File: src/rtl/afs_pkg.sv
// Constants, types and parameter map of the streaming output and sample-clock block.
// Assumes one 50 MHz system clock; all rates are in hertz.
package afs_pkg;
   // Parameter numbers on the register port
   localparam logic [15:0] ADDR_SAMPLE_RATE = 16'h4e20;
   localparam logic [15:0] ADDR_CLOCK_OUT = 16'h4e8e;
   localparam logic [15:0] ADDR_BUF_DONE = 16'hea92;
   localparam logic [15:0] ADDR_COMMAND = 16'hf000;
   localparam logic [15:0] ADDR_CHAN_EN = 16'hf001;
   localparam logic [15:0] ADDR_CLOCK_MODE = 16'hf002;
   localparam logic [15:0] ADDR_STREAM_MODE = 16'hf003;
   localparam logic [15:0] ADDR_EXT_DIV = 16'hf004;
   localparam logic [15:0] ADDR_STATUS = 16'hf005;

   // Command values
   localparam logic [31:0] CMD_START_WAIT = 32'h0000000c;
   localparam logic [31:0] CMD_WAIT_NEXT = 32'h0000000d;
   localparam logic [31:0] CMD_STOP = 32'h00000014;

   // Rates in Hz
   localparam logic [31:0] SYS_CLK_HZ = 32'h02faf080;
   localparam logic [31:0] PLL_REF_HZ = 32'h02625a00;
   localparam logic [31:0] RATE_MIN_MULTI = 32'h000003e8;
   localparam logic [31:0] RATE_MIN_SINGLE = 32'h001e8480;
   localparam logic [31:0] RATE_MAX_FULL = 32'h07735940;
   localparam logic [31:0] RATE_MAX_STREAM4 = 32'h03b9aca0;
   localparam logic [31:0] EXT_REF_MIN_HZ = 32'h000f4240;
   localparam logic [31:0] EXT_REF_MAX_HZ = 32'h07735940;

   // Quartz rates: 125 MHz divided by 1,2,4,8,10,16,20,40,50,80,100,200,400,500,800,1000,2000
   localparam int QZ_COUNT = 17;
   localparam logic [0:16][31:0] QZ_RATE = '{
      32'h07735940, 32'h03b9aca0, 32'h01dcd650, 32'h00ee6b28, 32'h00bebc20, 32'h00773594,
      32'h005f5e10, 32'h002faf08, 32'h002625a0, 32'h0017d784, 32'h001312d0, 32'h00098968,
      32'h0004c4b4, 32'h0003d090, 32'h0002625a, 32'h0001e848, 32'h0000f424};

   // Values after reset
   localparam logic [31:0] RATE_RESET = 32'h00989680;
   localparam logic [3:0] CHAN_EN_RESET = 4'h1;
   localparam logic [15:0] EXT_DIV_RESET = 16'h0001;

   typedef enum logic [2:0] {
      CLK_PLL_INT = 3'h0,
      CLK_QUARTZ = 3'h1,
      CLK_EXT_REF = 3'h2,
      CLK_EXT_DIRECT = 3'h3,
      CLK_EXT_DIV = 3'h4
   } afs_clk_mode_type;

   typedef enum logic [2:0] {
      ST_IDLE = 3'b001,
      ST_CALC = 3'b010,
      ST_BLOCK = 3'b100
   } afs_state_type;
endpackage

File: src/rtl/afs_rate_nco.sv
// Phase accumulator that turns a rate in Hz into one-cycle sample ticks.
// Assumes the rate is stable while enabled; rates at or above the system clock tick every cycle.
`timescale 1ns/1ns
module afs_rate_nco #(
   parameter int W = 32
) (
   input wire logic ref_clk,
   input wire logic reset_n,
   input wire logic enable,
   input wire logic [W-1:0] rateHz,
   output logic tick
);
   typedef struct packed {
      logic [W-1:0] acc;
      logic tick;
   } afs_nco_type;

   afs_nco_type st_r, st_nxt;
   logic [W:0] sum;

   always_comb begin
      st_nxt = st_r;
      sum = {1'b0, st_r.acc} + {1'b0, rateHz};
      st_nxt.tick = 1'b0;
      if (!enable) begin
         st_nxt.acc = '0;
      end else if (sum >= {1'b0, afs_pkg::SYS_CLK_HZ}) begin
         st_nxt.tick = 1'b1;
         // Subtracting keeps the long-term average exact
         st_nxt.acc = W'(sum - {1'b0, afs_pkg::SYS_CLK_HZ});
         if (rateHz >= afs_pkg::SYS_CLK_HZ) st_nxt.acc = '0;
      end else begin
         st_nxt.acc = sum[W-1:0];
      end
   end

   always_ff @(posedge ref_clk or negedge reset_n) begin
      if (!reset_n) st_r <= '0;
      else st_r <= st_nxt;
   end

   assign tick = st_r.tick;
endmodule // afs_rate_nco

File: src/rtl/afs_interleave.sv
// Sorts the streamed byte sequence into per-channel samples and presents a frame per tick.
// Assumes chanEn only changes while the stream is stopped.
`timescale 1ns/1ns
module afs_interleave #(
   parameter int DW = 8,
   parameter int CH = 4
) (
   input wire logic ref_clk,
   input wire logic reset_n,
   input wire logic [CH-1:0] chanEn,
   input wire logic allow,
   input wire logic [DW-1:0] inData,
   input wire logic inValid,
   output logic inReady,
   input wire logic tick,
   output logic [CH-1:0][DW-1:0] chanData,
   output logic frameStrobe
);
   typedef struct packed {
      logic [CH-1:0][DW-1:0] frame;
      logic [CH-1:0][DW-1:0] outData;
      logic [2:0] fill;
      logic ready;
      logic strobe;
   } afs_ilv_type;

   afs_ilv_type st_r, st_nxt;
   logic [2:0] nch;
   logic [1:0] slot;

   always_comb begin
      st_nxt = st_r;
      st_nxt.strobe = 1'b0;
      nch = 3'h0;
      unique case (chanEn)
         4'b0001: nch = 3'h1;
         4'b0011, 4'b0101: nch = 3'h2;
         4'b1111: nch = 3'h4;
         default: nch = 3'h0; // Other sets take no data at all
      endcase
      slot = 2'h0;
      if (nch == 3'h2 && st_r.fill[0]) slot = chanEn[1] ? 2'h1 : 2'h2;
      if (nch == 3'h4) begin
         unique case (st_r.fill[1:0])
            2'h0: slot = 2'h0;
            2'h1: slot = 2'h2;
            2'h2: slot = 2'h1;
            2'h3: slot = 2'h3;
         endcase
      end
      if (nch != 3'h0 && st_r.fill == nch && tick) begin
         st_nxt.outData = st_r.frame; // Bytes pass unchanged
         st_nxt.fill = 3'h0;
         st_nxt.strobe = 1'b1;
      end else if (inValid && st_r.ready) begin
         st_nxt.frame[slot] = inData;
         st_nxt.fill = st_r.fill + 3'h1;
      end
      if (nch == 3'h0) st_nxt.fill = 3'h0;
      st_nxt.ready = allow && nch != 3'h0 && st_nxt.fill < nch;
   end

   always_ff @(posedge ref_clk or negedge reset_n) begin
      if (!reset_n) st_r <= '0;
      else st_r <= st_nxt;
   end

   assign inReady = st_r.ready;
   assign chanData = st_r.outData;
   assign frameStrobe = st_r.strobe;

   order_four_a: assert property (@(posedge ref_clk) disable iff (!reset_n)
      (chanEn == 4'b1111 && st_r.fill == 3'h1 && inValid && st_r.ready && !(tick && st_r.fill == nch))
      |=> st_r.frame[2] == $past(inData))
      else $error("Second byte of a four-channel frame did not go to channel 2");
   bad_set_a: assert property (@(posedge ref_clk) disable iff (!reset_n)
      !(chanEn inside {4'b0001, 4'b0011, 4'b0101, 4'b1111}) |=> !st_r.ready)
      else $error("Illegal channel set accepted data");
endmodule // afs_interleave

File: src/rtl/afs_stream_clock.sv
// Top of the streaming output path and sample-clock selection of the waveform generator.
// Assumes one access at a time on the parameter port; the caller waits for regAck.
`timescale 1ns/1ns

// Summary of operation
// - Start command begins fetching data at once
// - One channel: samples in plain order
// - Two channels alternate lower then higher
// - Four channels ordered 0, 2, 1, 3
// - Sample encoding same as normal mode
// - Default mode: PLL from 40 MHz reference
// - Rate write sets desired internal rate
// - Rate read returns nearest achievable rate
// - Clock output only with internal clocking
// - Minimum 1 kHz with several channels
// - Minimum 2 MHz with one channel; in quartz mode the nearest divider rate, 1.5625 MHz, lies below it
// - Normal mode allows up to 125 MS/s
// - Streaming four channels capped at 62.5 MS/s
// - External reference between 1 and 125 MHz
// - Quartz mode uses permitted divider rates
// - External clock divided for slower rate
// - Direct external clock drives sampling
// - Start and wait block until buffer event
module afs_stream_clock #(
   parameter int NUM_BUF = 64,
   parameter int BUF_LEN = 8192,
   parameter int DW = 8,
   parameter int CH = 4
) (
   input wire logic ref_clk,
   input wire logic reset_n,
   input wire logic regSel,
   input wire logic regWrite,
   input wire logic [15:0] regAddr,
   input wire logic [31:0] regWdata,
   output logic [31:0] regRdata,
   output logic regAck,
   input wire logic [DW-1:0] fetchData,
   input wire logic fetchValid,
   output logic fetchReady,
   input wire logic extClkIn,
   output logic clkPinOut,
   output logic clkPinOe_n,
   output logic [CH-1:0][DW-1:0] dacData,
   output logic dacStrobe,
   output logic bufferEvent
);
   typedef struct packed {
      afs_pkg::afs_state_type state;
      logic [31:0] rateReq;
      logic [31:0] rateAch;
      logic [31:0] clamped;
      logic [31:0] bestDiff;
      logic [4:0] qzIdx;
      logic clkOutEn;
      logic [2:0] clockMode;
      logic [CH-1:0] chanEn;
      logic streamMode;
      logic [15:0] extDiv;
      logic [15:0] extCnt;
      logic extPrev;
      logic running;
      logic [8:0] readyCnt;
      logic [15:0] byteCnt;
      logic [7:0] bufIdx;
      logic evtPend;
      logic evtPulse;
      logic ack;
      logic [31:0] rdata;
      logic pinOut;
      logic pinOe_n;
      logic tick;
   } afs_top_type;

   afs_top_type st_r, st_nxt;
   logic ncoTick;
   logic ilvReady;
   logic allow;
   logic take;
   logic [31:0] rMin;
   logic [31:0] rMax;
   logic [31:0] diff;
   logic [2:0] nch;
   logic internalClk;
   logic extRise;
   logic bufEnd;
   logic [afs_pkg::QZ_COUNT-1:0] qzHit;

   for (genvar g = 0; g < afs_pkg::QZ_COUNT; g++) begin : g_qz
      assign qzHit[g] = (st_r.rateAch == afs_pkg::QZ_RATE[g]);
   end

   afs_rate_nco #(.W(32)) u_nco (
      .ref_clk(ref_clk),
      .reset_n(reset_n),
      .enable(st_r.running),
      .rateHz(st_r.rateAch),
      .tick(ncoTick)
   );

   afs_interleave #(.DW(DW), .CH(CH)) u_ilv (
      .ref_clk(ref_clk),
      .reset_n(reset_n),
      .chanEn(st_r.chanEn),
      .allow(allow),
      .inData(fetchData),
      .inValid(fetchValid),
      .inReady(ilvReady),
      .tick(st_r.tick),
      .chanData(dacData),
      .frameStrobe(dacStrobe)
   );

   always_comb begin
      st_nxt = st_r;
      st_nxt.ack = 1'b0;
      st_nxt.evtPulse = 1'b0;
      st_nxt.tick = 1'b0;
      take = regSel && (st_r.state == afs_pkg::ST_IDLE) && !st_r.ack;
      nch = 3'h0;
      unique case (st_r.chanEn)
         4'b0001: nch = 3'h1;
         4'b0011, 4'b0101: nch = 3'h2;
         4'b1111: nch = 3'h4;
         default: nch = 3'h0;
      endcase
      // Limits for the active channel count and mode
      rMin = (nch == 3'h1) ? afs_pkg::RATE_MIN_SINGLE : afs_pkg::RATE_MIN_MULTI;
      rMax = afs_pkg::RATE_MAX_FULL;
      if (st_r.streamMode && nch == 3'h4) rMax = afs_pkg::RATE_MAX_STREAM4;
      diff = (st_r.clamped > afs_pkg::QZ_RATE[st_r.qzIdx]) ? st_r.clamped - afs_pkg::QZ_RATE[st_r.qzIdx]
         : afs_pkg::QZ_RATE[st_r.qzIdx] - st_r.clamped;
      internalClk = st_r.clockMode inside {afs_pkg::CLK_PLL_INT, afs_pkg::CLK_QUARTZ, afs_pkg::CLK_EXT_REF};

      // Sample tick source per clock mode
      extRise = extClkIn && !st_r.extPrev;
      st_nxt.extPrev = extClkIn;
      if (internalClk) begin
         st_nxt.tick = ncoTick;
      end else if (st_r.clockMode == afs_pkg::CLK_EXT_DIRECT) begin
         st_nxt.tick = extRise && st_r.running;
      end else if (extRise && st_r.running) begin
         if (st_r.extCnt + 16'h1 >= st_r.extDiv) begin
            st_nxt.extCnt = 16'h0;
            st_nxt.tick = 1'b1;
         end else begin
            st_nxt.extCnt = st_r.extCnt + 16'h1;
         end
      end
      // Clock connector drives only with an internal clock
      st_nxt.pinOe_n = !(st_r.clkOutEn && internalClk);
      st_nxt.pinOut = st_nxt.tick && !st_nxt.pinOe_n;

      // Byte accounting per buffer
      bufEnd = 1'b0;
      if (fetchValid && ilvReady) begin
         if (st_r.byteCnt == 16'(BUF_LEN - 1)) begin
            bufEnd = 1'b1;
            st_nxt.byteCnt = 16'h0;
            st_nxt.bufIdx = (st_r.bufIdx == 8'(NUM_BUF - 1)) ? 8'h0 : st_r.bufIdx + 8'h1;
            st_nxt.readyCnt = st_r.readyCnt - 9'h1;
            st_nxt.evtPulse = 1'b1;
         end else begin
            st_nxt.byteCnt = st_r.byteCnt + 16'h1;
         end
      end

      unique case (st_r.state)
         afs_pkg::ST_IDLE: begin
            if (take) begin
               st_nxt.ack = 1'b1;
               st_nxt.rdata = 32'h0;
               if (regWrite) begin
                  unique case (regAddr)
                     afs_pkg::ADDR_SAMPLE_RATE: begin
                        st_nxt.rateReq = regWdata;
                        st_nxt.state = afs_pkg::ST_CALC;
                        st_nxt.ack = 1'b0;
                     end
                     afs_pkg::ADDR_CLOCK_OUT: st_nxt.clkOutEn = regWdata[0];
                     afs_pkg::ADDR_CHAN_EN: st_nxt.chanEn = regWdata[CH-1:0];
                     afs_pkg::ADDR_CLOCK_MODE: st_nxt.clockMode = regWdata[2:0];
                     afs_pkg::ADDR_STREAM_MODE: st_nxt.streamMode = regWdata[0];
                     afs_pkg::ADDR_EXT_DIV: st_nxt.extDiv = (regWdata[15:0] == 16'h0) ? 16'h1 : regWdata[15:0];
                     afs_pkg::ADDR_BUF_DONE: begin
                        // Each handed-back index frees one buffer
                        if (st_nxt.readyCnt < 9'(NUM_BUF)) st_nxt.readyCnt = st_nxt.readyCnt + 9'h1;
                     end
                     afs_pkg::ADDR_COMMAND: begin
                        if (regWdata == afs_pkg::CMD_START_WAIT) begin
                           st_nxt.running = 1'b1;
                           st_nxt.readyCnt = 9'(NUM_BUF);
                           st_nxt.byteCnt = 16'h0;
                           st_nxt.bufIdx = 8'h0;
                           st_nxt.evtPend = 1'b0;
                           st_nxt.extCnt = 16'h0;
                           st_nxt.state = afs_pkg::ST_BLOCK;
                           st_nxt.ack = 1'b0;
                        end else if (regWdata == afs_pkg::CMD_WAIT_NEXT && st_r.running) begin
                           st_nxt.state = afs_pkg::ST_BLOCK;
                           st_nxt.ack = 1'b0;
                        end else if (regWdata == afs_pkg::CMD_STOP) begin
                           st_nxt.running = 1'b0;
                        end
                     end
                     default: st_nxt.ack = 1'b1;
                  endcase
                  // Limits depend on channels and mode, so recompute
                  if (regAddr inside {afs_pkg::ADDR_CHAN_EN, afs_pkg::ADDR_CLOCK_MODE, afs_pkg::ADDR_STREAM_MODE}) begin
                     st_nxt.state = afs_pkg::ST_CALC;
                     st_nxt.ack = 1'b0;
                  end
               end else begin
                  unique case (regAddr)
                     afs_pkg::ADDR_SAMPLE_RATE: st_nxt.rdata = st_r.rateAch;
                     afs_pkg::ADDR_CLOCK_OUT: st_nxt.rdata = {31'h0, st_r.clkOutEn};
                     afs_pkg::ADDR_CHAN_EN: st_nxt.rdata = 32'(st_r.chanEn);
                     afs_pkg::ADDR_CLOCK_MODE: st_nxt.rdata = {29'h0, st_r.clockMode};
                     afs_pkg::ADDR_STREAM_MODE: st_nxt.rdata = {31'h0, st_r.streamMode};
                     afs_pkg::ADDR_EXT_DIV: st_nxt.rdata = {16'h0, st_r.extDiv};
                     afs_pkg::ADDR_STATUS: st_nxt.rdata = {7'h0, st_r.running, st_r.readyCnt, st_r.bufIdx};
                     default: st_nxt.rdata = 32'h0;
                  endcase
               end
            end
            // Limits follow the values being written, else a channel change clamps stale
            unique case (st_nxt.chanEn)
               4'b0001: nch = 3'h1;
               4'b0011, 4'b0101: nch = 3'h2;
               4'b1111: nch = 3'h4;
               default: nch = 3'h0;
            endcase
            rMin = (nch == 3'h1) ? afs_pkg::RATE_MIN_SINGLE : afs_pkg::RATE_MIN_MULTI;
            rMax = (st_nxt.streamMode && nch == 3'h4) ? afs_pkg::RATE_MAX_STREAM4 : afs_pkg::RATE_MAX_FULL;
            // Clamp happens on the cycle CALC is entered
            st_nxt.clamped = (st_nxt.rateReq < rMin) ? rMin : (st_nxt.rateReq > rMax) ? rMax : st_nxt.rateReq;
            st_nxt.qzIdx = 5'h0;
            st_nxt.bestDiff = 32'hffffffff;
         end
         afs_pkg::ST_CALC: begin
            if (st_r.clockMode == 3'(afs_pkg::CLK_QUARTZ)) begin
               // Serial search over the divider table costs 17 cycles, saves 16 comparators
               if (diff < st_r.bestDiff) begin
                  st_nxt.bestDiff = diff;
                  st_nxt.rateAch = afs_pkg::QZ_RATE[st_r.qzIdx];
               end
               if (st_r.qzIdx == 5'(afs_pkg::QZ_COUNT - 1)) begin
                  st_nxt.state = afs_pkg::ST_IDLE;
                  st_nxt.ack = 1'b1;
               end else begin
                  st_nxt.qzIdx = st_r.qzIdx + 5'h1;
               end
            end else begin
               // PLL resolution taken as 1 Hz
               st_nxt.rateAch = st_r.clamped;
               st_nxt.state = afs_pkg::ST_IDLE;
               st_nxt.ack = 1'b1;
            end
         end
         afs_pkg::ST_BLOCK: begin
            if (st_r.evtPend || bufEnd || !st_r.running) begin
               st_nxt.evtPend = 1'b0;
               st_nxt.state = afs_pkg::ST_IDLE;
               st_nxt.ack = 1'b1;
            end
         end
      endcase
      // An event arriving outside a wait is kept for the next wait
      if (bufEnd && st_r.state != afs_pkg::ST_BLOCK) st_nxt.evtPend = 1'b1;
      allow = st_nxt.running && st_nxt.readyCnt != 9'h0;
   end

   always_ff @(posedge ref_clk or negedge reset_n) begin
      if (!reset_n) begin
         st_r <= '0;
         st_r.state <= afs_pkg::ST_IDLE;
         st_r.rateReq <= afs_pkg::RATE_RESET;
         st_r.rateAch <= afs_pkg::RATE_RESET;
         st_r.chanEn <= afs_pkg::CHAN_EN_RESET;
         st_r.extDiv <= afs_pkg::EXT_DIV_RESET;
         st_r.pinOe_n <= 1'b1;
      end else begin
         st_r <= st_nxt;
      end
   end

   assign regRdata = st_r.rdata;
   assign regAck = st_r.ack;
   assign fetchReady = ilvReady;
   assign clkPinOut = st_r.pinOut;
   assign clkPinOe_n = st_r.pinOe_n;
   assign bufferEvent = st_r.evtPulse;

   start_fetch_a: assert property (@(posedge ref_clk) disable iff (!reset_n)
      (take && regWrite && regAddr == afs_pkg::ADDR_COMMAND && regWdata == afs_pkg::CMD_START_WAIT
       && st_r.chanEn == afs_pkg::CHAN_EN_RESET) |=> fetchReady)
      else $error("Start did not open the fetch path");
   start_block_a: assert property (@(posedge ref_clk) disable iff (!reset_n)
      (st_r.state == afs_pkg::ST_BLOCK && !st_r.evtPend && !bufEnd && st_r.running) |=> !regAck)
      else $error("Blocking command answered without a buffer event");
   rate_max_a: assert property (@(posedge ref_clk) disable iff (!reset_n)
      (st_r.state == afs_pkg::ST_IDLE && st_r.streamMode && st_r.chanEn == 4'b1111 && regAck)
      |-> st_r.rateAch <= afs_pkg::RATE_MAX_STREAM4)
      else $error("Streaming four-channel rate above 62.5 MS/s");
   rate_min_a: assert property (@(posedge ref_clk) disable iff (!reset_n)
      ($rose(regAck) && $past(st_r.state) == afs_pkg::ST_CALC && st_r.chanEn == 4'b0001)
      |-> st_r.rateAch >= afs_pkg::RATE_MIN_SINGLE)
      else $error("Single-channel rate below 2 MHz");
   rate_read_a: assert property (@(posedge ref_clk) disable iff (!reset_n)
      (take && !regWrite && regAddr == afs_pkg::ADDR_SAMPLE_RATE) |=> regAck && regRdata == $past(st_r.rateAch))
      else $error("Rate read did not return the achieved rate");
   clk_out_a: assert property (@(posedge ref_clk) disable iff (!reset_n)
      (st_r.clockMode == 3'(afs_pkg::CLK_EXT_DIRECT)) |=> clkPinOe_n)
      else $error("Clock connector driven under external clocking");
   ext_div_a: assert property (@(posedge ref_clk) disable iff (!reset_n)
      (st_r.clockMode == 3'(afs_pkg::CLK_EXT_DIV) && st_r.tick) |-> $past(st_r.extCnt) + 16'h1 >= st_r.extDiv)
      else $error("Divided external tick came early");
   quartz_set_a: assert property (@(posedge ref_clk) disable iff (!reset_n)
      ($rose(regAck) && $past(st_r.state) == afs_pkg::ST_CALC && st_r.clockMode == 3'(afs_pkg::CLK_QUARTZ))
      |-> qzHit != '0)
      else $error("Quartz rate not in divider table");
endmodule // afs_stream_clock

File: config.mk
export PLATFORM = sky130hd
export DESIGN_NAME = afs_stream_clock
export DESIGN_NICKNAME = d
export VERILOG_FILES = /design/src/rtl/afs_pkg.sv /design/src/rtl/afs_rate_nco.sv /design/src/rtl/afs_interleave.sv /design/src/rtl/afs_stream_clock.sv
export SDC_FILE = /design/constraint.sdc
export NUM_CORES = 1
export LEC_CHECK = 0
export BUFFER_PORTS_ARGS = -buffer_cell sky130_fd_sc_hd__buf_2
export CAP_MARGIN = 20
export CORE_ASPECT_RATIO = 1.5
export CORE_MARGIN = 5
export CORE_UTILIZATION = 65
export CTS_BUF_LIST = sky130_fd_sc_hd__clkbuf_2 sky130_fd_sc_hd__clkbuf_4 sky130_fd_sc_hd__clkbuf_8
export DETAILED_ROUTE_END_ITERATION = 10
export PLACE_DENSITY = 0.83
export SETUP_SLACK_MARGIN = 0.05
export SYNTH_ARGS = -nofsm -noshare
export SYNTH_HDL_FRONTEND = slang
export SYNTH_SLANG_ARGS = --single-unit
File: constraint.sdc
create_clock -name ref_clk -period 17.1 [get_ports ref_clk]
set_input_delay 1.71 -clock ref_clk [delete_from_list [all_inputs] [get_ports ref_clk]]
set_output_delay 1.71 -clock ref_clk [all_outputs]
set_load 0.1 [all_outputs]
==> metrics.md, run 1 <==
| Metric | Value |
|---|---|
| Clock transition at path regs | 0.06 ns |
| Max H-tree Level | 2 |
| Vias in the first global route | 20.8k |
| # IOs | 132 |
| Post-Layout Cell Count | 3228 |
| FF-to-FF setup slack | 7.97 ns |
| Die Ht | 244 um |
| Post-synth top area cell | dfrtp_1 |
| Area contributors post-synth | dfrtp_1 (35%), ha_1 (9.3%), nand2_1 (4.9%) |
| Synth Area per Inst | 8.91 um2 |
| RePlAce Congestion | 1.01 |
| Startpoint types | flip-flop |
| Setup Buffers After CTS | 0 |
| Setup Viol. Count Final | 0 |
| Total track usage | 0.325 |
| Total Power | 1890 uW |
| HPWL Detailed | 51900 um |
| EDFF count, synth | 0 |
| IO Port Bufs | 131 |
| Hold Startpoint | st_r[232] |
| Grt met1 use | 0.369 |
| Static Leak | 0.0126 uW |
| Share of layout cells above drive strength 1 | 0.150 |
| Slew margin rel. | 0.241 |
| CTS Buf Count | 55 |
| Crit path kind | flip-flop to flip-flop |
| Area delta synth->final | 7.81% |
| Clock root buffer master | clkbuf_8 |
| Worst path slowest cell | dfrtp_1 |
| Maximum vdd ir drop | 0.0680 mV |
| RSZ-0062 raised after global routing | false |
| Via count | 20.7k |
| Initial antenna violation count | 1 |
| Kind of end point of the critical path | flip-flop |
| Largest net degree at the start of global routing | 104 |
| Cell variety after synth | 99 |
| Most used DFF post-synth | dfrtp_1 |
| F_max | 0.110 GHz |
| DIE AREA | 40500 um2 |
| Initial Utilization | 0.659 |
| Hold Path Depth | 2 |
| Worst EP required | 17.60 ns |
| Vias per Instance | 6.41 |
| Fin Setup TNS | 0 ns |
| Slew Limit Fails | 0 |
| Arrival time of the worst setup path | 9.63 ns |
| Yosys reg bits | 352 |
| Sequential area share after synthesis | 0.372 |
| Worst R2R End | st_r[130] |
| Die W | 166 um |
| FF-to-FF path depth | 29 |
| Grt met3 use | 0.0383 |
| Reg2reg start | st_r[117] |
| Clock Sinks | 352 |
| Wire per inst | 21.1 um |
| Fraction of registers with async set/reset | 1.00 |
| Tightest Hold Check Type | flip-flop to flip-flop |
| Total wire length | 68200 um |
| Outcome | completed |
| DRC | 0 |
| Post-synth top area share | 0.350 |
| Final hold vios | 0 |
| CP max stage delay | 0.99 ns |
| Post-CTS resize count | 0 |
| Skew-Pair Late Insertion Delay | 0.65 ns |
| Worst slew pin tran | 1.13 ns |
| Final period util | 0.534 |
| Row Count | 85 |
| Inst Count DP | 3119 |
| Crit path max fanout | 34 |
| Pwr/cell area | 73.7 nW/um2 |
| Nets | 2944 |
| Synth Net Count | 2907 |
| Syn. warnings | 0 |
| Core ar. | 36100 um2 |
| First-pass GRT wire length | 108000 um |
| Hold EP | st_r[232] |
| Met2 Use GR | 0.573 |
| Synth Instances | 2666 |
| Post-synthesis cell area | 23700 um2 |
| Final ANT Viol Nets | 0 |
| Layout Skew | 0.0321 ns |
| Final critical-path required period | 9.13 ns |
| CTS max path bufs | 3 |
| Overflow left after global routing | 0 |
| Post-CTS Hold Fix Bufs | 0 |
| 1st-pass router iterations | 8 |
| CTS tree | done |
| DR iter-0 viols | 1633 |
| Max cap viols | 0 |
| Grt peak-use layer | met2 |
-- worst max-delay path: cells and delay by family, from the launching register on --
kind,cells,cell delay (ns)
AOI/OAI and AO/OA,19,4.97
DFF,1,0.99
buffers and inverters,2,0.67
xor gates and xnor gates,1,0.15
adders and majority gates,2,0.57
and+or+nand+nor,5,1.61
-- registers in the layout, summed over array words and instances (netlist names), 32 cells and up --
name	flops
st_r	214
u_nco.st_r	32
u_ilv.st_r	35
regRdata	32
u_ilv.chanData	32
-- synthesized netlist by cell type, types with 55 or more instances --
cell,count
clkbuf_1,79
inv_1,161
a21oi_1,178
xor2_1,55
nand3_1,73
nand2_1,307
buf_4,66
dfrtp_1,332
ha_1,176
o21ai_0,139
nor3_1,57
nor2_1,199
mux2_2,85
-- metal layers --
| layer | up-vias | routed length, um |
|---|---|---|
| met5 | - | 0 |
| met4 | 0 | 5530 |
| met3 | 285 | 3590 |
| met2 | 843 | 33900 |
| met1 | 9977 | 25200 |
| li1 | 9582 | - |
-- cells by family after synthesis --
group                      Yosys count  synth area share
buffers and inverters              340            0.0664
muxes                              111            0.0513
and+or+nand+nor                    892             0.182
adders and majority gates          179            0.0953
xor gates and xnor gates           109            0.0402
AOI/OAI and AO/OA                  683             0.193
DFF                                352             0.372
-- per-stage QoR --
step,area [um2],hold slack (ns),util,worst slack [ns]
floorplan,23700,0.430,-,9.83
global placement,24200,0.441,0.673,8.20
detailed placement,24200,0.452,0.673,7.85
CTS,25500,0.468,0.708,7.76
global route,25600,0.485,0.710,7.31
finish,25600,0.462,0.710,7.97
-- worst max-delay path by stage --
stage,start,endpoint
after floorplan,st_r[115],st_r[120]
after global placement,st_r[117],st_r[121]
after detailed placement,st_r[117],st_r[130]
after CTS,st_r[117],st_r[139]
after global routing,st_r[117],st_r[139]
final,st_r[117],st_r[130]
-- area by class of cell --
cell class                 instances  area, um2
inverter                         163        612
timing repair buffer             157        881
antenna                            1       2.50
clock buffer                      90       1120
sequential                       352       8830
multi-input combinational       1974      13400
clock inverter                    13        176
fill                            2757      10500
tap                              478        598
-- cells in the final DEF (no fill, tap or decap), drive strengths merged, types with 55 or more instances in the layout --
cell	count
ha	176
nand2	307
buf	156
nor2	199
nand3	73
xor2	55
mux2	86
a21oi	183
o21ai	159
nor3	62
clkbuf	91
inv	163
dfrtp	332
-- power breakdown --
group,total [uW],leakage (uW),internal (uW),switching [uW]
sequential,858,0.00455,844,13.9
clock,817,0.000688,464,354
combinational,213,0.00738,62.9,150
(Power assumes the default switching activity.)
==> run 2, diff against run 1 <==
--- a/config.mk
+++ b/config.mk
@@ -9,10 +9,10 @@
 export CAP_MARGIN = 20
 export CORE_ASPECT_RATIO = 1.5
 export CORE_MARGIN = 5
-export CORE_UTILIZATION = 65
+export CORE_UTILIZATION = 64
 export CTS_BUF_LIST = sky130_fd_sc_hd__clkbuf_2 sky130_fd_sc_hd__clkbuf_4 sky130_fd_sc_hd__clkbuf_8
 export DETAILED_ROUTE_END_ITERATION = 10
-export PLACE_DENSITY = 0.83
+export PLACE_DENSITY = 0.82
 export SETUP_SLACK_MARGIN = 0.05
 export SYNTH_ARGS = -nofsm -noshare
 export SYNTH_HDL_FRONTEND = slang
==> constraint.sdc (replaced) <==
create_clock -name ref_clk -period 9.1 [get_ports ref_clk]
set_input_delay 0.91 -clock ref_clk [delete_from_list [all_inputs] [get_ports ref_clk]]
set_output_delay 0.91 -clock ref_clk [all_outputs]
set_load 0.1 [all_outputs]
==> run 2 against run 1 <==
- highest routed layer unchanged
- sequential cell count unchanged
- first-iteration DRC count decreased by 6.9%
- clock-buffer cell count decreased by 4
- wire length increased by 1.7%
- largest power group unchanged
- non-clock buffer count increased by 3
- clock skew about the same
- global-route usage increased by 0.19 points
- cell count increased by 0.19%
- register-to-register slack got worse by 7.4 ns
- sequential share of layout area about the same
- setup slack got worse by 7.4 ns
- die area increased by 1.5%
==> metrics.md, run 2 (synthesis gave the netlist of run 1 again) <==
| Metric | Value |
|---|---|
| Area delta synth->final | 7.88% |
| Setup Viol. Count Final | 0 |
| Post-CTS resize count | 0 |
| Nets | 2946 |
| Wire per inst | 21.5 um |
| Max cap viols | 0 |
| # IOs | 132 |
| WHS | 0.421 ns |
| Maximum vdd ir drop | 0.127 mV |
| Layout Skew | 0.0322 ns |
| IO Port Bufs | 131 |
| RePlAce Congestion | 0.983 |
| First-pass GRT wire length | 109000 um |
| Slew Limit Fails | 0 |
| Crit path launch | st_r[116] |
| 1st-pass router iterations | 9 |
| Startpoint types | flip-flop |
| Most used cell, CP | a21o_1 |
| Slew margin rel. | 0.330 |
| Max layer used | met4 |
| Vias in the first global route | 20.8k |
| Row Count | 86 |
| F_max | 0.117 GHz |
| Post-CTS Hold Fix Bufs | 0 |
| Initial antenna violation count | 1 |
| Crit path kind | flip-flop to flip-flop |
| Most frequent cells in the layout | dfrtp_1 (332), nand2_1 (307), nor2_1 (197), a21oi_1 (178), ha_1 (176) |
| Die Ht | 246 um |
| DR iter-0 viols | 1521 |
| Static Leak | 0.0126 uW |
| CP bufs+invs | 5 |
| Total wire length | 69400 um |
| Core ar. | 36700 um2 |
| CTS max path bufs | 3 |
| Worst slew pin tran | 0.995 ns |
| Kind of end point of the critical path | flip-flop |
| Reg2reg start | st_r[116] |
| Worst EP required | 9.63 ns |
| Clock root buffer master | clkbuf_8 |
| DRC | 0 |
| Via count | 20.6k |
| Overflow left after global routing | 0 |
| Outcome | completed |
| HPWL Detailed | 52700 um |
| Vias per Instance | 6.36 |
| Worst path slowest cell | dfrtp_1 |
| Fin Setup TNS | 0 ns |
| Largest register FFs | 214 |
| CP max stage delay | 0.85 ns |
| Largest net degree at the start of global routing | 162 |
| CTS Buf Count | 54 |
| Clock transition at path regs | 0.06 ns |
| Max H-tree Level | 2 |
| CTS tree | done |
| Final period util | 0.937 |
| Arrival time of the worst setup path | 9.06 ns |
| Setup Buffers After CTS | 0 |
| Final hold vios | 0 |
| Most flops, register | st_r |
| Total track usage | 0.327 |
| Most common cell after layout, fill and taps aside | dfrtp_1 |
| Crit path max fanout | 34 |
| Clock Sinks | 352 |
| Die W | 167 um |
| Share of layout cells above drive strength 1 | 0.150 |
| WL met1 | 26200 um |
| Final critical-path required period | 8.52 ns |
| Fillers | 2907 |
| Biggest regs | st_r: 214 flops, u_ilv.st_r: 35 flops |
| Pwr/cell area | 138 nW/um2 |
| DIE AREA | 41100 um2 |
| Tightest Hold Check Type | input pin to async pin |
| WL met3 | 3420 um |
| RSZ-0062 raised after global routing | false |
| Met2 Wirelength | 35200 um |
| CP delay by family, top | compound AO/OA/AOI/OAI gates |
| Skew-Pair Late Insertion Delay | 0.64 ns |
| Initial Utilization | 0.647 |
| Final ANT Viol Nets | 0 |
-- run 2: worst reg2reg max path, delay by kind of cell, from the launching register on --
kind            cells  cell delay (ns)
xor+xnor            1             0.14
fa+ha+maj           2             0.64
mux                 1             0.51
simple gates        6             1.09
flops               1             0.85
buf+inv             5             1.36
compound gates     17             3.86
-- run 2: report_power, final --
group,total (uW),switching (uW),internal (uW),leakage [uW]
combinational,407,287,119,0.00741
clock,1510,657,855,0.000664
sequential,1610,27.8,1590,0.00455
total,3530,972,2560,0.0126
-- run 2: worst paths after layout --
kind	end	slack, ns	cells after the start
max in group asynchronous	st_r[168]	7.24	2
max	st_r[119]	0.58	32
min reg2reg	st_r[220]	0.47	2
min in group ref_clk	st_r[72]	0.44	1
max reg2reg	st_r[119]	0.58	32
min	u_ilv.chanData[19]	0.42	1
-- run 2: metrics by stage --
stage,worst slack [ns],utilization,std cells,area (um2),total power [uW]
floorplan,1.83,-,2666,23700,1880
global placement,1.08,0.662,3128,24300,2040
detailed placement,0.895,0.662,3128,24300,2040
CTS,0.751,0.696,3228,25600,3550
global route,0.117,0.698,3234,25600,3670
finish,0.576,0.698,3234,25600,3530
-- run 2: final cells by class --
class	instances	area [um2]	area share
sequential	352	8830	0.345
tap	484	606	0.0236
timing repair buffer	160	932	0.0364
clock inverter	14	201	0.00786
multi-input combinational	1974	13400	0.522
clock buffer	86	1050	0.0411
inverter	163	612	0.0239
antenna	1	2.50	0.0000977
-- run 2: metal layers --
layer	vias up	global-route usage
met1	9952	0.377
met5	-	0
met4	0	0.193
li1	9580	-
met3	239	0.0383
met2	791	0.584
